`config.mk`:
```
export PLATFORM = sky130hd
export DESIGN_NAME = led_pwm_blink_output_control
export DESIGN_NICKNAME = d
export VERILOG_FILES = /design/src/pkg/led_pwm_pkg.sv /design/src/led_pwm_blink_output_control.sv
export SDC_FILE = /design/constraint.sdc
export NUM_CORES = 1
export LEC_CHECK = 0
export ABC_AREA = 1
export BUFFER_PORTS_ARGS = -buffer_cell sky130_fd_sc_hd__buf_2
export CORE_MARGIN = 10
export CORE_UTILIZATION = 35
export CTS_CLUSTER_SIZE = 24
export DETAILED_ROUTE_END_ITERATION = 10
export PLACE_DENSITY = 0.62
export SETUP_SLACK_MARGIN = 0.05
export SLEW_MARGIN = 5
export SYNTH_ARGS = -nofsm -noshare
export SYNTH_HDL_FRONTEND = slang
export SYNTH_SLANG_ARGS = --single-unit
```
`constraint.sdc`:
```
create_clock -name clk -period 1.95 [get_ports clk]
set_input_delay 0.39 -clock clk [delete_from_list [all_inputs] [get_ports clk]]
set_output_delay 0.39 -clock clk [all_outputs]
set_load 0.02 [all_outputs]
```
`src/pkg/led_pwm_pkg.sv`:
```
// constants, register map and state layout for the led pwm output control block
package led_pwm_pkg;

  // register offsets as seen by the serial engine
  localparam logic [7:0] ADDR_PORT_INPUT_LEVELS = 8'h00;
  localparam logic [7:0] ADDR_PHASE0_OUTPUT_PATTERN = 8'h01;
  localparam logic [7:0] ADDR_PORT_DIRECTION = 8'h03;
  localparam logic [7:0] ADDR_PHASE1_OUTPUT_PATTERN = 8'h09;
  localparam logic [7:0] ADDR_MASTER_NINTH_INTENSITY = 8'h0E;
  localparam logic [7:0] ADDR_CONFIGURATION = 8'h0F;
  localparam logic [7:0] ADDR_OUTPUT_INTENSITY_BASE = 8'h10;
  localparam logic [7:0] ADDR_OUTPUT_INTENSITY_LAST = 8'h13;

  // configuration register field positions
  localparam int CFG_BLINK_ENABLE = 0;
  localparam int CFG_BLINK_FLIP = 1;
  localparam int CFG_GLOBAL_INTENSITY = 2;
  localparam int CFG_IRQ_ENABLE = 3;
  localparam int CFG_NINTH_PHASE0 = 4;
  localparam int CFG_NINTH_PHASE1 = 5;
  localparam logic [7:0] CFG_READ_MASK = 8'h3F;

  // values after reset
  localparam logic [7:0] RESET_PHASE_PATTERN = 8'hFF;
  localparam logic [7:0] RESET_PORT_DIRECTION = 8'hFF;
  localparam logic [7:0] RESET_MASTER_NINTH = 8'h00;
  localparam logic [7:0] RESET_CONFIGURATION = 8'h00;
  localparam logic [7:0] RESET_OUTPUT_INTENSITY = 8'hFF;

  // pwm timing
  localparam int CLK_HZ = 25000000;
  localparam int OSC_HZ = 32000;
  localparam int OSC_DIV = CLK_HZ / OSC_HZ;
  localparam logic [9:0] OSC_DIV_LAST = 10'(OSC_DIV - 1);
  localparam logic [3:0] SLOT_LAST = 4'hE;
  localparam logic [3:0] CYCLE_LAST = 4'hF;
  localparam logic [3:0] INTENSITY_STATIC = 4'hF;
  localparam logic [3:0] MASTER_OFF = 4'h0;

  // request from the serial protocol engine
  typedef struct packed {
    logic [7:0] addr;
    logic [7:0] wdata;
    logic wr;
    logic rd;
  } reg_req_type;

  typedef struct packed {
    logic [7:0] phase0;
    logic [7:0] phase1;
    logic [7:0] port_dir;
    logic [7:0] master_ninth;
    logic [7:0] config_bits;
    logic [3:0][7:0] intensity;
    logic [7:0] sync1;
    logic [7:0] sync2;
    logic [7:0] sync3;
    logic [7:0] pin_levels;
    logic [9:0] osc_div;
    logic [3:0] cycle;
    logic [3:0] slot;
    logic [7:0] port_oe;
    logic ninth_oe;
    logic [8:0] drive_level;
    logic [7:0] rdata;
  } state_type;

  localparam state_type RESET_STATE = '{
    phase0: RESET_PHASE_PATTERN,
    phase1: RESET_PHASE_PATTERN,
    port_dir: RESET_PORT_DIRECTION,
    master_ninth: RESET_MASTER_NINTH,
    config_bits: RESET_CONFIGURATION,
    intensity: {4{RESET_OUTPUT_INTENSITY}},
    sync1: 8'h00,
    sync2: 8'h00,
    sync3: 8'h00,
    pin_levels: 8'h00,
    osc_div: 10'h000,
    cycle: 4'h0,
    slot: 4'h0,
    port_oe: 8'h00,
    ninth_oe: 1'b0,
    drive_level: 9'h000,
    rdata: 8'h00
  };

endpackage

```
`src/led_pwm_blink_output_control.sv`:
```
// blink pattern, ninth output and pwm intensity logic of an eight-port expander
//
// Operation
// - pattern register reads return stored bits, not pin levels
// - ninth output follows two config bits, one per blink phase
// - pwm steps come from a nominal 32 kHz enable divided from clk
// - master off makes outputs static and stops the oscillator divider
// - each port has its own four-bit intensity nibble
// - pwm period is 15 timeslots of 16 cycles, 240 steps
// - master value enables 1 to 15 timeslots per period
// - intensity gives duty 1/16 to 15/16 inside enabled slots only
// - intensity 16/16 ignores master and holds the active pattern bit
// - blink disabled: on-time level comes from phase 0 pattern
// - bit 0 gives on-duty 1/16..full; bit 1 gives off..15/16
// - blink enable selects phase by flip flag, else phase 0
// - global flag uses ninth output nibble as common intensity
// - global intensity applies to every output-configured port
// - master nibble zero disables pwm regardless of other settings
// - pattern bit 1 releases pin, bit 0 pulls it low
// - global intensity taken from low nibble of master register
// - without global, ports use the four per-output intensity registers
`timescale 1ns/1ns
`default_nettype none

module led_pwm_blink_output_control (
  input wire logic clk,
  input wire logic rst,
  input wire led_pwm_pkg::reg_req_type reg_req,
  output logic [7:0] reg_rdata,
  input wire logic [7:0] port_pins_in,
  output logic [7:0] port_pins_out,
  output logic [7:0] port_pins_oe,
  output logic ninth_output_out,
  output logic ninth_output_oe
);

  led_pwm_pkg::state_type s;
  led_pwm_pkg::state_type next_s;

  // level seen on a pin: 1 released, 0 pulled low
  function automatic logic pin_level(
    input logic pattern_bit,
    input logic [3:0] inten,
    input logic [3:0] master,
    input logic [3:0] slot,
    input logic [3:0] cycle
  );
    logic on_time;
    on_time = (slot < master) && (cycle <= inten);
    if (master == led_pwm_pkg::MASTER_OFF) begin
      pin_level = pattern_bit;
    end else if (inten == led_pwm_pkg::INTENSITY_STATIC) begin
      pin_level = pattern_bit;
    end else begin
      pin_level = on_time ? pattern_bit : ~pattern_bit;
    end
  endfunction

  // the four per-port intensity registers form one contiguous window
  function automatic logic is_intensity_addr(input logic [7:0] addr);
    is_intensity_addr = (addr >= led_pwm_pkg::ADDR_OUTPUT_INTENSITY_BASE) &&
                        (addr <= led_pwm_pkg::ADDR_OUTPUT_INTENSITY_LAST);
  endfunction

  always_comb begin
    logic blink_sel;
    logic osc_run;
    logic [3:0] master;
    logic [3:0] inten;
    logic pattern_bit;
    logic level;
    logic [1:0] pair;
    next_s = s;
    blink_sel = 1'b0;
    osc_run = 1'b0;
    master = s.master_ninth[7:4];
    inten = 4'h0;
    pattern_bit = 1'b0;
    level = 1'b0;
    pair = 2'b00;

    // pins cross in through three flops; a change counts when the last two agree
    next_s.sync1 = port_pins_in;
    next_s.sync2 = s.sync1;
    next_s.sync3 = s.sync2;
    if (s.sync2 == s.sync3) begin
      next_s.pin_levels = s.sync3;
    end

    if (reg_req.wr) begin
      unique case (reg_req.addr)
        led_pwm_pkg::ADDR_PHASE0_OUTPUT_PATTERN: next_s.phase0 = reg_req.wdata;
        led_pwm_pkg::ADDR_PORT_DIRECTION: next_s.port_dir = reg_req.wdata;
        led_pwm_pkg::ADDR_PHASE1_OUTPUT_PATTERN: next_s.phase1 = reg_req.wdata;
        led_pwm_pkg::ADDR_MASTER_NINTH_INTENSITY: next_s.master_ninth = reg_req.wdata;
        led_pwm_pkg::ADDR_CONFIGURATION: next_s.config_bits = reg_req.wdata;
        default: begin
          if (is_intensity_addr(reg_req.addr)) begin
            pair = reg_req.addr[1:0];
            next_s.intensity[pair] = reg_req.wdata;
          end
        end
      endcase
    end

    if (reg_req.rd) begin
      unique case (reg_req.addr)
        led_pwm_pkg::ADDR_PORT_INPUT_LEVELS: next_s.rdata = s.pin_levels;
        led_pwm_pkg::ADDR_PHASE0_OUTPUT_PATTERN: next_s.rdata = s.phase0;
        led_pwm_pkg::ADDR_PORT_DIRECTION: next_s.rdata = s.port_dir;
        led_pwm_pkg::ADDR_PHASE1_OUTPUT_PATTERN: next_s.rdata = s.phase1;
        led_pwm_pkg::ADDR_MASTER_NINTH_INTENSITY: next_s.rdata = s.master_ninth;
        // interrupt status lives in the serial/interrupt logic, so reads zero here
        led_pwm_pkg::ADDR_CONFIGURATION: begin
          next_s.rdata = s.config_bits & led_pwm_pkg::CFG_READ_MASK;
        end
        default: begin
          if (is_intensity_addr(reg_req.addr)) begin
            pair = reg_req.addr[1:0];
            next_s.rdata = s.intensity[pair];
          end else begin
            next_s.rdata = 8'h00;
          end
        end
      endcase
    end

    // divider, cycle and slot cleared to zero while pwm is off
    osc_run = (master != led_pwm_pkg::MASTER_OFF);
    if (!osc_run) begin
      next_s.osc_div = 10'h000;
      next_s.cycle = 4'h0;
      next_s.slot = 4'h0;
    end else if (s.osc_div == led_pwm_pkg::OSC_DIV_LAST) begin
      next_s.osc_div = 10'h000;
      // 16 cycles per slot, 15 slots
      next_s.cycle = s.cycle + 4'h1;
      if (s.cycle == led_pwm_pkg::CYCLE_LAST) begin
        next_s.slot = (s.slot == led_pwm_pkg::SLOT_LAST) ? 4'h0 : s.slot + 4'h1;
      end
    end else begin
      next_s.osc_div = s.osc_div + 10'h001;
    end

    blink_sel = s.config_bits[led_pwm_pkg::CFG_BLINK_ENABLE] &
                s.config_bits[led_pwm_pkg::CFG_BLINK_FLIP];

    for (int i = 0; i < 8; i++) begin
      // phase 0 unless blinking in phase 1
      pattern_bit = blink_sel ? s.phase1[i] : s.phase0[i];
      if (s.config_bits[led_pwm_pkg::CFG_GLOBAL_INTENSITY]) begin
        inten = s.master_ninth[3:0];
      end else begin
        // even port low nibble, odd port high nibble
        inten = i[0] ? s.intensity[i / 2][7:4] : s.intensity[i / 2][3:0];
      end
      level = pin_level(pattern_bit, inten, master, s.slot, s.cycle);
      next_s.drive_level[i] = level;
      // only ports configured as outputs drive
      // open drain pulls low only for level 0
      next_s.port_oe[i] = ~s.port_dir[i] & ~level;
    end

    // ninth output from its two phase bits
    pattern_bit = blink_sel ? s.config_bits[led_pwm_pkg::CFG_NINTH_PHASE1] :
                              s.config_bits[led_pwm_pkg::CFG_NINTH_PHASE0];
    level = pin_level(pattern_bit, s.master_ninth[3:0], master, s.slot, s.cycle);
    next_s.drive_level[8] = level;
    // while the pin serves as interrupt, that logic owns it; release here
    next_s.ninth_oe = ~s.config_bits[led_pwm_pkg::CFG_IRQ_ENABLE] & ~level;
  end

  always_ff @(posedge clk) begin
    if (rst) begin
      s <= led_pwm_pkg::RESET_STATE;
    end else begin
      s <= next_s;
    end
  end

  // open-drain pins only ever drive low; the enables carry the pattern
  assign reg_rdata = s.rdata;
  assign port_pins_oe = s.port_oe;
  assign port_pins_out = 8'h00;
  assign ninth_output_oe = s.ninth_oe;
  assign ninth_output_out = 1'b0;

endmodule

`default_nettype wire

```
* After elaboration in Yosys (flattened, before gate mapping)
Index checks and enable logic that the tools add are counted.
Storage, ports and cells: bits in registers 137, input port bits 28
Cells by class: $add $sub $neg 3, bitwise gates (word level) 39, $lt $le $gt $ge 14, reductions and logical operators 24, muxes and demuxes 52, equality and inequality tests 18
Operators with widths (count):
- $pmux W8 S6 | 1
- $eq A4 B4 Y1 const B | 11
- $le A4 B4 Y1 | 9
- $mux W1 | 36
- $mux W4 | 9
- $bwmux W32 | 1
- $not A1 Y1 | 29
- $eq A8 B4 Y1 const B | 3
- $mux W8 | 3
- $bmux W8 S2 | 1
- $demux W8 S2 | 1
- $reduce_and A2 Y1 | 6
- $logic_and A1 B1 Y1 | 11
- $add A10 B1 Y10 const B | 1
- $and A1 B1 Y1 | 10
- $eq A10 B10 Y1 const B | 1
- $add A4 B1 Y4 const B | 2
- $eq A8 B1 Y1 const B | 1
- $eq A8 B2 Y1 const B | 1
- $eq A8 B8 Y1 | 1
- $ge A8 B5 Y1 const B | 1
- $le A8 B5 Y1 const B | 1
- $logic_not A8 Y1 | 1
- $reduce_or A5 Y1 | 1
- 8 further kinds | 8

* Longest topological paths before layout
depth after elaboration 8, depth in mapped cells 13

* Least setup slack after synthesis
OpenSTA, ideal clock, no wires.
kind register -> register, start register s[110] (netlist bit), end register s, in the netlist port_pins_oe[6], buffers on the path 1, data arrival time 1.646 ns, stages on the path, launching flop included 13, clock period less this slack 1.761 ns, setup time 0.115 ns, setup slack 0.189 ns, required time 1.835 ns, cell sequence dfxtp_1 -> inv_2 -> clkbuf_1 -> nand2_1 -> nand2_1 -> inv_1 -> ha_1 -> a21oi_1 -> o21ai_0 -> o21ai_0 -> nand2_1 -> a21oi_1 -> nor2_1
Between the ends: cells in the longest elaborated chain, start to end 8, elaborated cells between the ends (all ways) 9, classes of those cells order compare (1); eq/ne (1); mux (4); bitwise (2); reduce/logical (1)
Ends and longest elaborated chain:
- from (decl) | RTL line led_pwm_blink_output_control.sv:37 | led_pwm_pkg::state_type s;
- from (signal assigned) | RTL line led_pwm_blink_output_control.sv:175 | s <= led_pwm_pkg::RESET_STATE;
- from (signal assigned) | RTL line led_pwm_blink_output_control.sv:177 | s <= next_s;
- $mux W4 (*) | RTL line led_pwm_blink_output_control.sv:151 | if (s.config_bits[led_pwm_pkg::CFG_GLOBAL_INTENSITY]) begin
- $le A4 B4 Y1 | RTL line led_pwm_blink_output_control.sv:49 | on_time = (slot < master) && (cycle <= inten);
- $logic_and A1 B1 Y1 | RTL line led_pwm_blink_output_control.sv:49
- $mux W1 | RTL line led_pwm_blink_output_control.sv:55 | pin_level = on_time ? pattern_bit : ~pattern_bit;
- $mux W1 (*) | RTL line led_pwm_blink_output_control.sv:52 | end else if (inten == led_pwm_pkg::INTENSITY_STATIC) begin
- $mux W1 (*) | RTL line led_pwm_blink_output_control.sv:50 | if (master == led_pwm_pkg::MASTER_OFF) begin
- $not A1 Y1 (*) | RTL line led_pwm_blink_output_control.sv:161 | next_s.port_oe[i] = ~s.port_dir[i] & ~level;
- $and A1 B1 Y1 (*) | RTL line led_pwm_blink_output_control.sv:161
Mark *: on every way between the ends. The rest lies on a longest branch, timed or not. A chain may end at the register's enable or synchronous reset.

* Final worst setup path
Same ends and word-level chain as after synthesis.

==> out/qor.txt <==
Final min period: 1.884 ns
most frequent cells in the layout: nand2_1, dfxtp_1, inv_1
clk_lat worst skew: 0.43 ns
number of flops mapped to enable cells by yosys: 0
prevailing post-synth register cell: dfxtp_1
Num CTS Buffers: 17
fmax: 530.7 MHz
Data arrival, critical path: 2.24 ns
CTS tree: yes
antenna-violating nets left: 0
Filler cells: 2,063
PD cells: 729.2 nW/um^2
Slew HR: 64.93%
# diodes: 0
maximum vdd drop: 0.5258 mV
total leakage power: 4.536 nW
CTS Buffer Depth: 2
Sw Ratio: 27.41%
Netlist cell types: 32
IO Port Bufs: 44
Starting DRT DRC Count: 711
fin crit share: 96.64%
total number of vias: 6,893
status: finished, final reports clean
Gate Count Post-Synth: 1,053
die width: 164.0 um
GR Util All Layers: 15.46%
WS Path Type: reg -> reg
worst-path cell with the longest stage delay: dfxtp_4
syn avg cell area: 6.892 sq um
DR vias/cell: 4.882
Worst path max stage delay: 0.47 ns
Core Area: 20,300 sq um
RSZ-0062 raised after global routing: yes
final WL: 20,790 um
final setup violation count: 0
grt ovf: 0
switching power total: 1.764 mW
clk slew on worst S/H paths: 0.07 ns
H-tree levels: 4
commonest non-fill, non-tap cell in the layout: nand2_1
Crit. End Element: flop
Final Util: 43.47%
critical path cell sequence: clkinv_8, buf_4, buf_4, nand2_1, nand2_1, ha_1, nand2_2, o21ai_2, nand2_1, nand3_1, nand2_1, nor2_2
first-pass GRT wire length: 33,420 um
Fin. Hold Viols: 0
CP most frequent cell: nand2_1
Internal Power: 4.670 mW
Initial Util: 35.75%
number of global-route vias before repair: 6,575
combinational power share: 5.5%
fin nets: 1,199
number of max-cap violations: 0
largest net degree at the start of global routing: 49
CP startpoint kind: flop
FFs w/ async S/R, synth: 0%
register area: 2748 sq um
Clock Tree Root: clkbuf_16
area occupied by multi-input gates: 3944 sq um
worst-path fanout max: 8
Tightest Pin Transition: 0.5205 ns
Post-Syn Area: 7257 sq um
Place WS: -0.05712 ns
Min-Delay Path Class: in -> reg
# IOs: 54
share of cells above drive strength 1: 17.16%
Reg power frac: 44.2%
Clock Power Share: 50.3%
Die Area: 26,890 sq um
Num Clock Sinks: 137
Placed Area: 7964 sq um
WL per Instance: 14.73 um
Slew Viols, Final: 0
antenna violations before repair: 2
register area share after synthesis: 37.79%
critical path required time: 2.30 ns
# rows: 52
post-route cell area: 8823 sq um
Synthesis Warnings: 0
Die Ht: 164.0 um
Worst Skew: 0.009999 ns
Layout area overhead: 21.59%
setup_tns: 0 ns
routability cong.: 0.8795
Seq cells post-synth: 137
Remaining DRCs: 0
DR pass1 iterations: 5
DP Wirelength: 15,630 um
final setup margin: 0.06555 ns
through the flow:
| stage | hold slack (ns) | std cells | power (mW) |
|---|---|---|---|
| 5_1_grt | 0.1624 | 1412 | 6.632 |
| 6_report | 0.1532 | 1412 | 6.434 |
| 4_1_cts | 0.1400 | 1406 | 6.479 |
| 3_5_place_dp | 0.3935 | 1374 | 3.259 |
| 3_3_place_gp | 0.3889 | 1374 | 3.255 |
| 2_1_floorplan | 0.3883 | 1061 | 3.143 |
layer usage:
| layer | wire, um | share of wire [%] | vias up | GRT usage, % |
|---|---|---|---|---|
| li1 | - | - | 3550 | - |
| met2 | 9444 | 45 | 189 | 23.96 |
| met4 | 441 | 2.1 | 0 | 5.524 |
| met1 | 9529 | 46 | 3124 | 20.76 |
| met5 | 0 | 0 | - | 0 |
| met3 | 1377 | 6.6 | 30 | 3.229 |
critical path: cells and delay by family (launching register included):
kind	cells	cell delay, ns
compound gates	1	0.13
fa+ha+maj	1	0.29
flops	1	0.47
buf+inv	3	0.36
simple gates	7	0.57
repair_timing:
| item | CTS | global route |
|---|---|---|
| buffers inserted | 0 | 5 |
| endpoints found under the setup margin | 7 | 10 |
| cloned | 0 | 1 |
| pin swaps | 0 | 18 |
| gates resized for setup | 6 | 69 |
| hold buffers | 0 | 0 |
final timing paths:
check / startpoint / end / slack [ns] / depth (start not counted)
setup / recovery: s[110]$_SDFFE_PP0P_ / port_pins_oe[6]$_SDFF_PP0_ / 0.07 / 12
hold / removal: port_pins_in[7] / next_s[67]$_SDFF_PP0_ / 0.15 / 3
setup reg to reg: s[110]$_SDFFE_PP0P_ / port_pins_oe[6]$_SDFF_PP0_ / 0.07 / 12
hold reg to reg: next_s[60]$_SDFF_PP0_ / next_s[52]$_SDFF_PP0_ / 0.40 / 2
state kept, by name (all words and copies together) (netlist names):
name             flops
s                  104
next_s              16
port_pins_oe         8
reg_rdata            8
ninth_output_oe      1
logic make-up after synthesis:
family	synth area share (%)
fa+ha+maj	7.241
simple gates	28.14
buf+inv	11.03
other cells	0.05167
compound gates	14.76
flops	37.79
mux	0.1379
xor+xnor	0.8448
cell type report:
| type | instances | share of cell area, % |
|---|---|---|
| well taps | 270 | 3.829 |
| repair buffers | 101 | 7.771 |
| flip-flops and latches | 137 | 31.14 |
| inverters | 131 | 5.715 |
| clock buffers | 17 | 4.821 |
| clock inverters | 15 | 1.929 |
| multi-input cells | 740 | 44.70 |
| repair inverters | 1 | 0.09926 |
cells in the mapped netlist, types with 2 or more instances:
master | count | area share (%)
a21oi_1 | 70 | 4.8
inv_1 | 126 | 6.5
nor3b_1 | 2 | 0.21
nor3_1 | 9 | 0.62
dfxtp_1 | 137 | 38
or2_2 | 4 | 0.34
o211ai_1 | 55 | 5.7
buf_2 | 10 | 0.69
inv_2 | 3 | 0.16
buf_4 | 26 | 2.7
o21ai_0 | 57 | 3.9
xor2_1 | 4 | 0.48
nor2_2 | 4 | 0.34
nand3_1 | 60 | 4.1
xnor2_1 | 3 | 0.36
nand4_1 | 13 | 1.1
ha_1 | 42 | 7.2
o21a_1 | 2 | 0.21
clkbuf_1 | 17 | 0.88
clkinv_1 | 2 | 0.10
nand2_1 | 288 | 15
nor2_1 | 109 | 5.6
power groups by stage:
stage	sequential, mW	clock, mW	combinational [mW]
floorplan	2.91	0	0.236
global placement	2.91	0	0.346
detailed placement	2.91	0	0.349
CTS	2.84	3.28	0.350
global route	2.85	3.39	0.394
finish	2.84	3.24	0.352
Note: power is estimated with default switching activity, not from simulation.
